## config.mk

```make
export PLATFORM = sky130hd
export DESIGN_NAME = flash_tbl_link
export DESIGN_NICKNAME = d
export VERILOG_FILES = /design/src/hdl/flash_tbl_pkg.sv /design/src/hdl/flash_tbl_rom.sv /design/src/hdl/flash_tbl_link.sv
export VERILOG_INCLUDE_DIRS = /design/src /design/src/hdl
export SDC_FILE = /design/constraint.sdc
export NUM_CORES = 1
export LEC_CHECK = 0
export BUFFER_PORTS_ARGS = -buffer_cell sky130_fd_sc_hd__buf_2
export CAP_MARGIN = 15
export CORE_MARGIN = 2
export CORE_UTILIZATION = 35
export CTS_CLUSTER_DIAMETER = 40
export CTS_CLUSTER_SIZE = 28
export DETAILED_ROUTE_END_ITERATION = 7
export GPL_ROUTABILITY_DRIVEN = 0
export PLACE_DENSITY = 0.57
export SLEW_MARGIN = 20
export SYNTH_ARGS = -nofsm -noshare
export SYNTH_HDL_FRONTEND = slang
export SYNTH_SLANG_ARGS = --single-unit
```

## constraint.sdc

```tcl
create_clock -name i_mclk -period 5.2 [get_ports i_mclk]
set_input_delay 1.04 -clock i_mclk [delete_from_list [all_inputs] [get_ports i_mclk]]
set_output_delay 1.04 -clock i_mclk [all_outputs]
set_load 0.01 [all_outputs]
```

## src/hdl/flash_tbl_consts.svh

```systemverilog
// Constants for the serial parameter table tail: link framing and table contents.
`ifndef FLASH_TBL_CONSTS_SVH
`define FLASH_TBL_CONSTS_SVH

// Link framing.
`define TBL_READ_OPCODE 8'h5a
`define TBL_DUMMY_CLOCKS 5'h08
`define TBL_OPC_BITS 5'h08
`define TBL_ADDR_BITS 5'h18
`define TBL_PAGE 20'h00006
`define TBL_BLANK 8'hff

// Line mode select codes.
`define LINE_MODE_1 2'h0
`define LINE_MODE_2 2'h1
`define LINE_MODE_4 2'h2

// Output enable masks per line mode.
`define OE_MASK_1 4'h2
`define OE_MASK_2 4'h3
`define OE_MASK_4 4'hf

// Supply voltage fields.
`define VCC_MAX 16'h2000
`define VCC_MIN 16'h1650

// Capability half-word fields.
`define CAP_HW_RESET 1'h0
`define CAP_PAUSE_PIN 1'h1
`define CAP_DEEP_PD 1'h1
`define CAP_SW_RESET 1'h0
`define CAP_SW_RESET_OPC 8'hff
`define CAP_PGM_SUSPEND 1'h0
`define CAP_ERS_SUSPEND 1'h0
`define CAP_BIT14 1'h1
`define CAP_WRAP_READ 1'h0
`define WRAP_OPC 8'hff
`define WRAP_LEN 8'hff

// Block lock half-word fields.
`define LOCK_BLOCK 1'h1
`define LOCK_NONVOL 1'h0
`define LOCK_OPC 8'h36
`define LOCK_DFLT_UNPROT 1'h0
`define LOCK_OTP 1'h1
`define LOCK_READ 1'h0
`define LOCK_PERM 1'h0
`define LOCK_UNUSED 2'h3

`endif

```

## src/hdl/flash_tbl_pkg.sv

```systemverilog
// Types for the serial parameter table tail.
package flash_tbl_pkg;

  typedef enum logic [2:0] {ST_IDLE, ST_OPC, ST_ADDR, ST_DUMMY, ST_DATA, ST_SKIP} link_state_e;

  typedef struct packed {
    link_state_e state;
    logic sclk_m;
    logic sclk_s;
    logic sclk_p;
    logic cs_m;
    logic cs_s;
    logic [3:0] io_m;
    logic [3:0] io_s;
    logic [2:0] width;
    logic [4:0] cnt;
    logic [23:0] shift;
    logic [23:0] addr;
    logic [7:0] out_sh;
    logic [2:0] obits;
    logic [3:0] o_io;
    logic [3:0] o_oe;
    logic reading;
  } link_s;

endpackage

```

## src/hdl/flash_tbl_rom.sv

```systemverilog
// Constant sixteen-byte table tail with registered read data.
`include "flash_tbl_consts.svh"

module flash_tbl_rom (
  input wire logic i_mclk, // System clock.
  input wire logic i_resetn, // Synchronous reset, active low.
  input wire logic [3:0] i_addr, // Byte offset from 60h.
  output logic [7:0] o_data // Table byte, one cycle after the address.
);

  logic [7:0] data_q;
  logic [7:0] data_d;
  logic [15:0] cap_hw;
  logic [15:0] lock_hw;
  logic [15:0] vcc_max;
  logic [15:0] vcc_min;

  assign vcc_max = `VCC_MAX;
  assign vcc_min = `VCC_MIN;
  assign cap_hw = {`CAP_WRAP_READ, `CAP_BIT14, `CAP_ERS_SUSPEND, `CAP_PGM_SUSPEND,
                   `CAP_SW_RESET_OPC,
                   `CAP_SW_RESET, `CAP_DEEP_PD, `CAP_PAUSE_PIN, `CAP_HW_RESET};
  assign lock_hw = {`LOCK_UNUSED, `LOCK_PERM, `LOCK_READ, `LOCK_OTP, `LOCK_DFLT_UNPROT,
                    `LOCK_OPC, `LOCK_NONVOL, `LOCK_BLOCK};

  // There is no write path at all, so every read of an address returns the same byte.
  always_comb
  begin
    unique case (i_addr)
      4'h0: data_d = vcc_max[7:0];
      4'h1: data_d = vcc_max[15:8];
      4'h2: data_d = vcc_min[7:0];
      4'h3: data_d = vcc_min[15:8];
      4'h4: data_d = cap_hw[7:0];
      4'h5: data_d = cap_hw[15:8];
      4'h6: data_d = `WRAP_OPC;
      4'h7: data_d = `WRAP_LEN;
      4'h8: data_d = lock_hw[7:0];
      4'h9: data_d = lock_hw[15:8];
      default: data_d = `TBL_BLANK;
    endcase
  end

  always_ff @(posedge i_mclk)
  begin
    if (!i_resetn)
      data_q <= `TBL_BLANK;
    else
      data_q <= data_d;
  end

  assign o_data = data_q;
endmodule // flash_tbl_rom

```

## src/hdl/flash_tbl_link.sv

```systemverilog
// Serial link slave that answers the table read for the table tail bytes.
`include "flash_tbl_consts.svh"

module flash_tbl_link (
  input wire logic i_mclk, // System clock, 50 MHz.
  input wire logic i_resetn, // Synchronous reset, active low.
  input wire logic i_sclk, // Link clock from the host.
  input wire logic i_cs_n, // Link select, active low.
  input wire logic [3:0] i_io, // Link data lines in.
  input wire logic [1:0] i_line_mode, // Line count: 0 one, 1 two, 2 four.
  output logic [3:0] o_io, // Link data lines out.
  output logic [3:0] o_io_oe, // Output enables, high while driving.
  output logic o_reading // High while table data is being returned.
);

  flash_tbl_pkg::link_s st_q;
  flash_tbl_pkg::link_s st_d;
  logic rise;
  logic fall;
  logic [3:0] lane_in;
  logic [23:0] shift_nx;
  logic [4:0] cnt_nx;
  logic in_table;
  logic [7:0] rom_data;
  logic [7:0] out_src;
  logic [2:0] mode_width;
  logic [3:0] mode_mask;

  // Edges are found on the second synchroniser stage only.
  assign rise = st_q.sclk_s & ~st_q.sclk_p;
  assign fall = ~st_q.sclk_s & st_q.sclk_p;

  always_comb
  begin
    unique case (st_q.width)
      3'h4: lane_in = st_q.io_s;
      3'h2: lane_in = {2'h0, st_q.io_s[1:0]};
      default: lane_in = {3'h0, st_q.io_s[0]};
    endcase
  end

  always_comb
  begin
    unique case (i_line_mode)
      `LINE_MODE_4: mode_width = 3'h4;
      `LINE_MODE_2: mode_width = 3'h2;
      default: mode_width = 3'h1;
    endcase
  end

  always_comb
  begin
    unique case (st_q.width)
      3'h4: mode_mask = `OE_MASK_4;
      3'h2: mode_mask = `OE_MASK_2;
      default: mode_mask = `OE_MASK_1;
    endcase
  end

  assign shift_nx = (st_q.shift << st_q.width) | {20'h00000, lane_in};
  assign cnt_nx = st_q.cnt + {2'h0, st_q.width};
  // Anything outside the tail page is treated as blank table space.
  assign in_table = (st_q.addr[23:4] == `TBL_PAGE);
  assign out_src = (st_q.obits != 3'h0) ? st_q.out_sh : (in_table ? rom_data : `TBL_BLANK);

  flash_tbl_rom u_rom (
    .i_mclk(i_mclk),
    .i_resetn(i_resetn),
    .i_addr(st_q.addr[3:0]),
    .o_data(rom_data)
  );

  always_comb
  begin
    st_d = st_q;
    st_d.sclk_m = i_sclk;
    st_d.sclk_s = st_q.sclk_m;
    st_d.sclk_p = st_q.sclk_s;
    st_d.cs_m = i_cs_n;
    st_d.cs_s = st_q.cs_m;
    st_d.io_m = i_io;
    st_d.io_s = st_q.io_m;
    if (st_q.cs_s)
    begin
      // Line mode is taken while deselected so it cannot change mid-frame.
      st_d.state = flash_tbl_pkg::ST_IDLE;
      st_d.width = mode_width;
      st_d.cnt = 5'h00;
      st_d.shift = 24'h000000;
      st_d.o_oe = 4'h0;
      st_d.o_io = 4'h0;
      st_d.reading = 1'b0;
    end
    else
    begin
      unique case (st_q.state)
        flash_tbl_pkg::ST_IDLE:
        begin
          st_d.state = flash_tbl_pkg::ST_OPC;
        end
        flash_tbl_pkg::ST_OPC:
        begin
          if (rise)
          begin
            st_d.shift = shift_nx;
            st_d.cnt = cnt_nx;
            if (cnt_nx == `TBL_OPC_BITS)
            begin
              st_d.cnt = 5'h00;
              // Any other command, writes included, is ignored to the frame end.
              if (shift_nx[7:0] == `TBL_READ_OPCODE)
                st_d.state = flash_tbl_pkg::ST_ADDR;
              else
                st_d.state = flash_tbl_pkg::ST_SKIP;
            end
          end
        end
        flash_tbl_pkg::ST_ADDR:
        begin
          if (rise)
          begin
            st_d.shift = shift_nx;
            st_d.cnt = cnt_nx;
            if (cnt_nx == `TBL_ADDR_BITS)
            begin
              st_d.addr = shift_nx;
              st_d.cnt = 5'h00;
              st_d.state = flash_tbl_pkg::ST_DUMMY;
            end
          end
        end
        flash_tbl_pkg::ST_DUMMY:
        begin
          if (rise)
          begin
            st_d.cnt = st_q.cnt + 5'h01;
            if (st_q.cnt + 5'h01 == `TBL_DUMMY_CLOCKS)
            begin
              st_d.cnt = 5'h00;
              st_d.obits = 3'h0;
              st_d.state = flash_tbl_pkg::ST_DATA;
            end
          end
        end
        flash_tbl_pkg::ST_DATA:
        begin
          st_d.reading = 1'b1;
          if (fall)
          begin
            unique case (st_q.width)
              3'h4: st_d.o_io = out_src[7:4];
              3'h2: st_d.o_io = {2'h0, out_src[7:6]};
              default: st_d.o_io = {2'h0, out_src[7], 1'b0};
            endcase
            st_d.o_oe = mode_mask;
            st_d.out_sh = out_src << st_q.width;
            st_d.obits = st_q.obits + st_q.width;
            if (st_q.obits == 3'h0)
              st_d.addr = st_q.addr + 24'h000001;
          end
        end
        flash_tbl_pkg::ST_SKIP:
        begin
          st_d.o_oe = 4'h0;
        end
        default:
        begin
          st_d.state = flash_tbl_pkg::ST_IDLE;
        end
      endcase
    end
  end

  always_ff @(posedge i_mclk)
  begin
    if (!i_resetn)
    begin
      // The select stages start at the idle level, so release never looks like a frame start.
      st_q <= '0;
      st_q.cs_m <= 1'b1;
      st_q.cs_s <= 1'b1;
    end
    else
      st_q <= st_d;
  end

  assign o_io = st_q.o_io;
  assign o_io_oe = st_q.o_oe;
  assign o_reading = st_q.reading;
endmodule // flash_tbl_link

```

==> qor.yml, run 1 <==
worst_pin_slew_ps: 911.1
path_cells: "ha_1 -> inv_1 -> fa_1 -> or2b_1 -> a2111oi_2 -> o22ai_2 -> a2111o_1 -> o211a_1 -> a31o_1"
area.growth.synth_to_final_pct: 6.939
max-cap-violations: 0
power_mw: 1.613
drv_slew: 0
reg2reg_slack_ps: 1550
path_class: "register to register"
critPathMaxFanout: 26
finalWirelength_um: 16170
antenna_found_initial: 0
first_global_vias: 5069
cellLeakagePower_nw: 2.375
setup_tns_ps: 0
peakVddDrop_mv: 0.1485
vias_per_cell: 5.831
critPathBufInv: 1
dp_hpwl_um: 11180
drive_gt1_share_pct: 12.64
root_buffer: "clkbuf_16"
cts_resized: 0
synth_edf_count: 0
avgSynthCellArea_um2: 8.551
cts_setup_buffers: 0
placementRows: 48
fin_crit_ps: 3645
clkLatencyLatePin_ps: 360
track_usage_pct: 18.12
yosysWarnings: 0
synth_top_family_by_area: "compound AO/OA/AOI/OAI gates"
critical-path-top-delay-family: "compound AO/OA/AOI/OAI gates"
clock_sinks: 98
rsz0062_at_grt: "no"
grt_pass1_wl_um: 26610
relSlewSlack_pct: 39.26
ys_seq_elements: 98
cp.required_ps: 5450
critPathArrivalTime_ps: 3890
synth_area_leaders: "dfxtp_1 (32%), mux2i_1 (5.4%), mux4_2 (5.1%)"
dieHeight_um: 136.4
cpPeakStageDelay_ps: 820
diodes: 0
ys.flop_type: "dfxtp_1"
clk_pin_slew_ps: 70
htree_levels: 3
synth_mux_area_share_pct: 12.00
crit_path_start_kind: "register"
setup_viol: 0
synth.distinct_cells: 75
synth_compound_area_share_pct: 22.55
skew_ps: 10.29
synth_xor_area_share_pct: 1.510
die_w_um: 136.4
grt_start_max_net_pins: 49
seq_area_frac_synth_pct: 32.00
critPathCaptureType: "register"
final_antenna_net_count: 0
die_area_um2: 18590
io_pins: 19
synth_fa_ha_area_share_pct: 3.306
slowest_stage: "a2111o_1"
io_buffers: 18
max_freq_mhz: 274.3
syn-num-nets: 742
pwr_density_cell_nw_per_um2: 246.0
outcome: "finished clean"
drt-initial-drc-count: 410
drt_pass1_iterations: 5
yosys.area.top_type: "dfxtp_1"
cts_made_buffers: 9
yosysMostFrequentCell: "dfxtp_1"
start_util_pct: 35.57
drc_errors: 0
synth_area_um2: 6131
fp.coreArea_um2: 17240
grt-ovfl-total: 0
layout.nets: 716
synth_top_area_share_pct: 32.00
synthArstFlopShare_pct: 0
final.period_utilization_pct: 70.10
routedWlPerCell_um: 17.56
clockBufferDepth: 2
synthSimpleGateAreaFrac_pct: 21.20
synth_common_cells: "dfxtp_1 (98), nor2_1 (84), nand2_1 (45)"
cts_tree: "yes"
vias: 5370
hp-class: "register to register"
final_hold_viol_count: 0
syn-instance-count: 717
hold_buffers: 0
==> state kept, by name, indices dropped and copies added, names as in the netlist <==
name and cells:
st_q 76, o_io 4, o_reading 1, o_io_oe 3, st_d 7, u_rom.o_data 7
==> worst paths after layout <==
kind	startpoint	endpoint	cells past startpoint
worst max-delay path	st_q[68]	st_q[40]	9
worst min-delay path	st_d[84]	st_q[84]	1
worst max register to register	st_q[68]	st_q[40]	9
worst min register to register	st_d[84]	st_q[84]	1
==> final cells by class <==
class | count | area [um2]
clock buffers | 10 | 229.0
clock inverters | 6 | 98.84
fillers | 1723 | 10680
inverters | 18 | 67.56
multi-input cells | 536 | 3730
flip-flops and latches | 98 | 1964
well taps | 225 | 281.5
repair buffers | 28 | 185.2
==> where the power goes <==
part           internal (mW)  switching, mW  leakage, nW
logic                 0.0346         0.0621         1.42
clock network          0.430          0.320        0.157
registers              0.759        0.00661        0.796
==> cells in the final DEF, fill, tap and decap left out, drive strengths merged, types with 22 or more instances in the layout <==
cell type   n
o21ai      40
a211oi     32
buf        28
mux2i      33
dfxtp      98
nor3       25
nor2       84
nand3      22
a21oi      37
nand2      45
==> metrics by stage <==
stage	cells	util [%]	worst slack [ps]	area [um2]	hold WS [ps]
floorplan	717	-	1195	6131	386.3
global placement	904	35.98	1660	6201	400.7
detailed placement	904	35.98	1574	6201	408.0
CTS	920	37.88	1546	6529	426.8
global route	921	38.04	1379	6556	453.5
finish	921	38.04	1555	6556	417.8
==> metal layers <==
layer  routed length (um)  vias up  global-route usage [%]
met5                    0        -                       0
met4                  375        0                   8.160
met3                  915       25                   2.722
met2                 7359      177                   27.81
met1                 7524     2574                   25.10
li1                     -     2594                       -
==> worst reg2reg max path, cell delays in order (launching register included) <==
cell and delay (ps):
dfxtp_1 430, ha_1 240, inv_1 70, fa_1 530, or2b_1 250, a2111oi_2 420, o22ai_2 220, a2111o_1 820
o211a_1 370, a31o_1 180
==> logic make-up after synthesis <==
family | after synthesis
adder cells (fa/ha/maj) | 15
AND/OR/NAND/NOR | 261
flip-flops | 98
multiplexers | 55
AO/OA/AOI/OAI | 196
buffers and inverters | 83
XOR/XNOR | 9
No activity file was read; power rests on OpenSTA's default activity.
==> inputs of run 2 (changes only) <==
--- a/config.mk
+++ b/config.mk
@@ -14,7 +14,7 @@
 export CTS_CLUSTER_SIZE = 28
 export DETAILED_ROUTE_END_ITERATION = 7
 export GPL_ROUTABILITY_DRIVEN = 0
-export PLACE_DENSITY = 0.57
+export PLACE_DENSITY = 0.59
 export SLEW_MARGIN = 20
 export SYNTH_ARGS = -nofsm -noshare
 export SYNTH_HDL_FRONTEND = slang
==> constraint.sdc (replaced) <==
create_clock -name i_mclk -period 3.1 [get_ports i_mclk]
set_input_delay 0.62 -clock i_mclk [delete_from_list [all_inputs] [get_ports i_mclk]]
set_output_delay 0.62 -clock i_mclk [all_outputs]
set_load 0.01 [all_outputs]
==> run 2 against run 1 <==
Against the previous run:
- core utilization is 2.3 points higher
- critical path depth up 2
- sequential power increased by 68%
- power rose by 70%
- clock power up 72%
- register-to-register slack got worse by 1500 ps
- non-clock buffer count is 23 higher
- worst hold slack worse by 2.9 ps
- sequential share of layout area decreased by 1.7 points
- final area increased by 6.1%
- first-iteration DRC count rose by 34%
- clock-buffer cell count decreased by 1
- critical path type unchanged
- largest cell class unchanged
- largest power group unchanged
==> qor.yml, run 2 (synthesis gave the netlist of run 1 again) <==
clock_sinks: 98  # unchanged
root_buffer: "clkbuf_16"  # unchanged
path_cells: "ha_4 -> inv_2 -> fa_1 -> or2b_1 -> a2111oi_4 -> o22ai_2 -> a2111o_1 -> buf_6 -> clkbuf_16 -> nor3_4 -> nor3_1"  # was ha_1 -> inv_1 -> fa_1 -> or2b_1 -> a2111oi_2 -> o22ai_2 -> a2111o_1 -> o211a_1 -> a31o_1
drt-initial-drc-count: 551  # was 410
dp_hpwl_um: 11180  # about the same
worst_pin_slew_ps: 783.0  # was 911.1 ps
vias: 5478  # was 5370
die_w_um: 136.4  # unchanged
rsz0062_at_grt: "yes"  # was no
pwr_density_cell_nw_per_um2: 394.4  # was 246.0 nW/um2
critPathMaxFanout: 6  # was 26
grt_start_max_net_pins: 49  # unchanged
setup_viol: 0  # unchanged
cp.required_ps: 3330  # was 5450 ps
max-cap-violations: 0  # unchanged
path_class: "register to register"  # unchanged
rr_startpoint: "st_q[73]"  # was st_q[68]
largest_reg_flops: 76  # unchanged
drv_slew: 0  # unchanged
reg2reg_slack_ps: 20  # was 1550 ps
htree_levels: 3  # unchanged
hold_start: "st_d[84]"  # unchanged
clkLatencyLatePin_ps: 350  # was 360 ps
max_freq_mhz: 324.4  # was 274.3 MHz
dieHeight_um: 136.4  # unchanged
startpoint: "st_q[73]"  # was st_q[68]
track_usage_pct: 17.94  # was 18.12%
final_antenna_net_count: 0  # unchanged
power_mw: 2.745  # was 1.613 mW
cts_tree: "yes"  # unchanged
final.period_utilization_pct: 99.43  # was 70.10%
hp-class: "register to register"  # unchanged
diodes: 0  # unchanged
critPathCaptureType: "register"  # unchanged
cellLeakagePower_nw: 2.551  # was 2.375 nW
clockBufferDepth: 2  # unchanged
io_pins: 19  # unchanged
vias_per_cell: 5.803  # was 5.831
area.growth.synth_to_final_pct: 13.51  # was 6.939%
clk_pin_slew_ps: 70  # about the same
final_common_cell: "dfxtp_1"  # unchanged
r2r_end: "st_q[29]"  # was st_q[40]
final_hold_viol_count: 0  # unchanged
grt-ovfl-total: 0  # unchanged
slowest_stage: "fa_1"  # was a2111o_1
placementRows: 48  # unchanged
setup_tns_ps: 0  # unchanged
cts_made_buffers: 9  # unchanged
io_buffers: 18  # unchanged
routedWlPerCell_um: 17.74  # was 17.56 um
fin_crit_ps: 3082  # was 3645 ps
outcome: "finished clean"  # unchanged
fin_ws_ps: 17.76  # was 1555 ps
finalWirelength_um: 16740  # was 16170 um
top_register: "st_q"  # unchanged
rr_worst_depth: 11  # was 9
peakVddDrop_mv: 0.2170  # was 0.1485 mV
antenna_found_initial: 0  # unchanged
drive_gt1_share_pct: 18.08  # was 12.64%
fp.coreArea_um2: 17240  # unchanged
relSlewSlack_pct: 47.14  # was 39.26%
grt_pass1_wl_um: 26360  # was 26610 um
holdWs_ps: 414.9  # was 417.8 ps
crit_path_start_kind: "register"  # unchanged
mostFrequentLayoutCells: "dfxtp_1 (95), nor2_1 (84), nand2_1 (44)"  # was dfxtp_1 (96), nor2_1 (84), nand2_1 (45)
place_ws_ps: 53.92  # was 1574 ps
hold_path_end: "st_q[84]"  # unchanged
skew_ps: 7.585  # was 10.29 ps
die_area_um2: 18590  # unchanged
layout.nets: 739  # was 716
drt_pass1_iterations: 5  # unchanged
cpPeakStageDelay_ps: 520  # was 820 ps
finish.utilization_pct: 40.37  # was 38.04%
drc_errors: 0  # unchanged
fillCellCount: 1710  # was 1723
whs_path_depth: 1  # unchanged
critPathArrivalTime_ps: 3310  # was 3890 ps
start_util_pct: 35.57  # unchanged
first_global_vias: 4942  # was 5069
-- run 2: changes by cell type in the layout (fill, tap and decap cells not counted), sizes merged --
cell,change
buf,+18
bufinv,+1
clkbuf,+4
clkinv,+1
inv,-1
-- run 2: worst max path at each step --
stage	end	slack (ps)	cells after the start
after floorplan	st_q[40]	-10	13
final	st_q[29]	20	11
after CTS	st_q[40]	30	10
after global placement	st_q[42]	140	10
after global routing	st_q[29]	-80	11
after detailed placement	st_q[40]	50	10
-- run 2: power breakdown --
part	leakage (nW)	internal (mW)	switching, mW	total (mW)
registers	0.796	1.27	0.0123	1.29
logic	1.59	0.0624	0.107	0.169
clock network	0.166	0.789	0.500	1.29
-- run 2: repair_timing --
item	CTS	global route
endpoints found under the hold margin	0	0
buffers inserted	0	4
gates resized for setup	0	30
endpoints found under the setup margin	0	16
hold buffers	0	0
-- run 2: critical path, delay by kind of cell, from the launching register on --
kind                       cells  cell delay [ps]
AOI/OAI and AO/OA              3             1050
adders and majority gates      2              670
and+or+nand+nor                3              520
buffers and inverters          3              370
DFF                            1              360
-- run 2: area by class of cell --
class / instances / area (um2) / area share (%)
clock buffer: 9 / 225.2 / 3.236
tap: 225 / 281.5 / 4.045
timing repair buffer: 51 / 461.7 / 6.634
multi-input combinational: 536 / 3839 / 55.16
sequential: 98 / 1966 / 28.25
clock inverter: 7 / 116.4 / 1.672
inverter: 18 / 70.07 / 1.007
-- run 2: through the flow --
stage,instances,cell area (um2)
floorplan,717,6198
global placement,918,6367
detailed placement,918,6367
CTS,934,6709
global route,944,6959
finish,944,6959
-- run 2: layer usage --
metal | global-route usage, % | vias up | routed length [um]
li1 | - | 2640 | -
met1 | 25.82 | 2666 | 8093
met2 | 27.30 | 149 | 7552
met3 | 2.759 | 23 | 757
met4 | 6.019 | 0 | 341
met5 | 0 | - | 0
==> inputs of run 3 (changes only) <==
--- a/config.mk
+++ b/config.mk
@@ -9,12 +9,13 @@
 export BUFFER_PORTS_ARGS = -buffer_cell sky130_fd_sc_hd__buf_2
 export CAP_MARGIN = 15
 export CORE_MARGIN = 2
-export CORE_UTILIZATION = 35
+export CORE_UTILIZATION = 38
+export CTS_BUF_LIST = sky130_fd_sc_hd__clkbuf_2
 export CTS_CLUSTER_DIAMETER = 40
 export CTS_CLUSTER_SIZE = 28
 export DETAILED_ROUTE_END_ITERATION = 7
 export GPL_ROUTABILITY_DRIVEN = 0
-export PLACE_DENSITY = 0.59
+export PLACE_DENSITY = 0.62
 export SLEW_MARGIN = 20
 export SYNTH_ARGS = -nofsm -noshare
 export SYNTH_HDL_FRONTEND = slang
==> run 3 against run 2 <==
Against the previous run:
- core utilization is 1.5 points higher
- critical path type unchanged
- clock power is 44% lower
- combinational power hardly changed
- largest power group unchanged
- power is 20% lower
- final area is 4.8% lower
- fmax is 0.95% higher
==> qor.yml, run 3 (synthesis gave the netlist of run 1 again) <==
largest_reg_flops: 76  # unchanged
place_ws_ps: 53.91  # was 53.92 ps
mostFrequentLayoutCells: "dfxtp_1 (94), nor2_1 (84), nand2_1 (45)"  # was dfxtp_1 (95), nor2_1 (84), nand2_1 (44)
multi_input_area_um2: 3794  # was 3839 um2
placed_area_um2: 6334  # was 6367 um2
grt_start_max_net_pins: 49  # unchanged
relSlewSlack_pct: 51.90  # was 47.14%
root_buffer: "clkbuf_2"  # was clkbuf_16
hp-class: "primary input to register"  # was register to register
grt_pass1_wl_um: 26160  # was 26360 um
vias: 5573  # was 5478
area.growth.synth_to_final_pct: 8.041  # was 13.51%
rr_worst_depth: 10  # was 11
setup_viol: 0  # unchanged
clock_sinks: 98  # unchanged
routedWlPerCell_um: 17.83  # was 17.74 um
start_util_pct: 38.74  # was 35.57%
drt-initial-drc-count: 674  # was 551
die_area_um2: 17170  # was 18590 um2
drive_gt1_share_pct: 16.50  # was 18.08%
pwr_density_cell_nw_per_um2: 330.2  # was 394.4 nW/um2
design_area_um2: 6624  # was 6959 um2
crit_path_start_kind: "register"  # unchanged
power_mw: 2.187  # was 2.745 mW
clk_pin_slew_ps: 280  # was 70 ps
path_class: "register to register"  # unchanged
critPathMaxFanout: 13  # was 6
io_pins: 19  # unchanged
fillCellCount: 1584  # was 1710
combPwrFrac_pct: 7.9  # was 6.2%
dieHeight_um: 131.0  # was 136.4 um
first_global_vias: 5053  # was 4942
max_freq_mhz: 327.5  # was 324.4 MHz
fin_ws_ps: 46.65  # was 17.76 ps
layout.nets: 735  # was 739
critPathBufInv: 2  # was 3
swShare_pct: 26.20  # was 22.57%
rsz0062_at_grt: "yes"  # unchanged
finalWirelength_um: 16600  # was 16740 um
p_clk_share_pct: 33.1  # was 47.0%
critical-path-top-delay-family: "compound AO/OA/AOI/OAI gates"  # unchanged
p_switching_mw: 0.5730  # was 0.6196 mW
cp.depth: 10  # was 11
vias_per_cell: 5.986  # was 5.803
final.period_utilization_pct: 98.50  # was 99.43%
worst_pin_slew_ps: 718.8  # was 783.0 ps
drt_pass1_iterations: 6  # was 5
critPathArrivalTime_ps: 3630  # was 3310 ps
grt-ovfl-total: 0  # unchanged
cellLeakagePower_nw: 2.426  # was 2.551 nW
cp.required_ps: 3680  # was 3330 ps
final_antenna_net_count: 0  # unchanged
max-cap-violations: 0  # unchanged
whs_path_depth: 2  # was 1
track_usage_pct: 19.50  # was 17.94%
ff_latch_area_um2: 1967  # was 1966 um2
die_w_um: 131.0  # was 136.4 um
final_hold_viol_count: 0  # unchanged
peakVddDrop_mv: 0.1597  # was 0.2170 mV
io_buffers: 18  # unchanged
placementRows: 46  # was 48
drc_errors: 0  # unchanged
clkLatencyLatePin_ps: 650  # was 350 ps
diodes: 0  # unchanged
cts_tree: "yes"  # unchanged
clockBufferDepth: 2  # unchanged
htree_levels: 3  # unchanged
antenna_found_initial: 0  # unchanged
seqPwrFrac_pct: 59.0  # was 46.9%
slowest_stage: "a2111o_1"  # was fa_1
drv_slew: 0  # unchanged
cts_made_buffers: 9  # unchanged
outcome: "finished clean"  # unchanged
cpPeakStageDelay_ps: 510  # was 520 ps
setup_tns_ps: 0  # unchanged
final_common_cell: "dfxtp_1"  # unchanged
internal_power_mw: 1.614  # was 2.125 mW
fp.coreArea_um2: 15830  # was 17240 um2
path_cells: "ha_4 -> inv_2 -> fa_1 -> or2b_1 -> a2111oi_4 -> o22ai_2 -> a2111o_1 -> buf_12 -> o211a_1 -> a31o_1"  # was ha_4 -> inv_2 -> fa_1 -> or2b_1 -> a2111oi_4 -> o22ai_2 -> a2111o_1 -> buf_6 -> clkbuf_16 -> nor3_4 -> nor3_1
top_register: "st_q"  # unchanged
critPathCaptureType: "register"  # unchanged
dp_hpwl_um: 11470  # was 11180 um
skew_ps: 32.58  # was 7.585 ps
fin_crit_ps: 3053  # was 3082 ps
## run 3: power groups by stage
stage	registers, mW	logic, mW	clock network, mW
after floorplan	1.31	0.134	0
after global placement	1.31	0.166	0
after detailed placement	1.31	0.169	0
after CTS	1.29	0.169	0.742
after global routing	1.29	0.188	0.787
final	1.29	0.172	0.724
## run 3: path summary, 6_finish.rpt
| check | slack, ps | end | start |
|---|---|---|---|
| worst max-delay path | 50 | st_q[40] | st_q[68] |
| worst min-delay path | 140 | st_d[76] | i_io[0] |
| worst max register to register | 50 | st_q[40] | st_q[68] |
| worst min register to register | 430 | st_q[84] | st_d[84] |
## run 3: worst reg2reg max path, cell delays in order (launching register included)
cell       delay, ps
dfxtp_2          420
ha_4             150
inv_2             40
fa_1             490
or2b_1           270
a2111oi_4        370
o22ai_2          170
a2111o_1         510
buf_12           180
o211a_1          210
a31o_1           180
## run 3: per-layer routing
layer	GRT usage (%)	share of wire, %
met5	0	0
met4	6.633	1.9
met3	5.049	6.6
met2	30.14	45
met1	26.46	46
## run 3: cell type report
class	instances	share of cell area, %
Clock inverter	5	1.190
Tap cell	216	4.080
Inverter	18	1.058
Multi-Input combinational cell	536	57.27
Sequential cell	98	29.69
Timing Repair Buffer	47	5.875
Clock buffer	11	0.8311
## run 3: metrics by stage
stage / util, % / hold slack, ps / cells
after global routing: 41.85 / 85.36 / 931
after floorplan: - / 386.3 / 717
final: 41.85 / 139.9 / 931
after CTS: 40.86 / 112.3 / 922
after global placement: 40.02 / 388.4 / 906
after detailed placement: 40.02 / 404.4 / 906
## run 3: repair_timing
item | 4_1_cts | 5_1_grt
resized for setup | 0 | 12
setup endpoints to repair | 0 | 8
buffers inserted | 0 | 6
hold buffers | 0 | 0
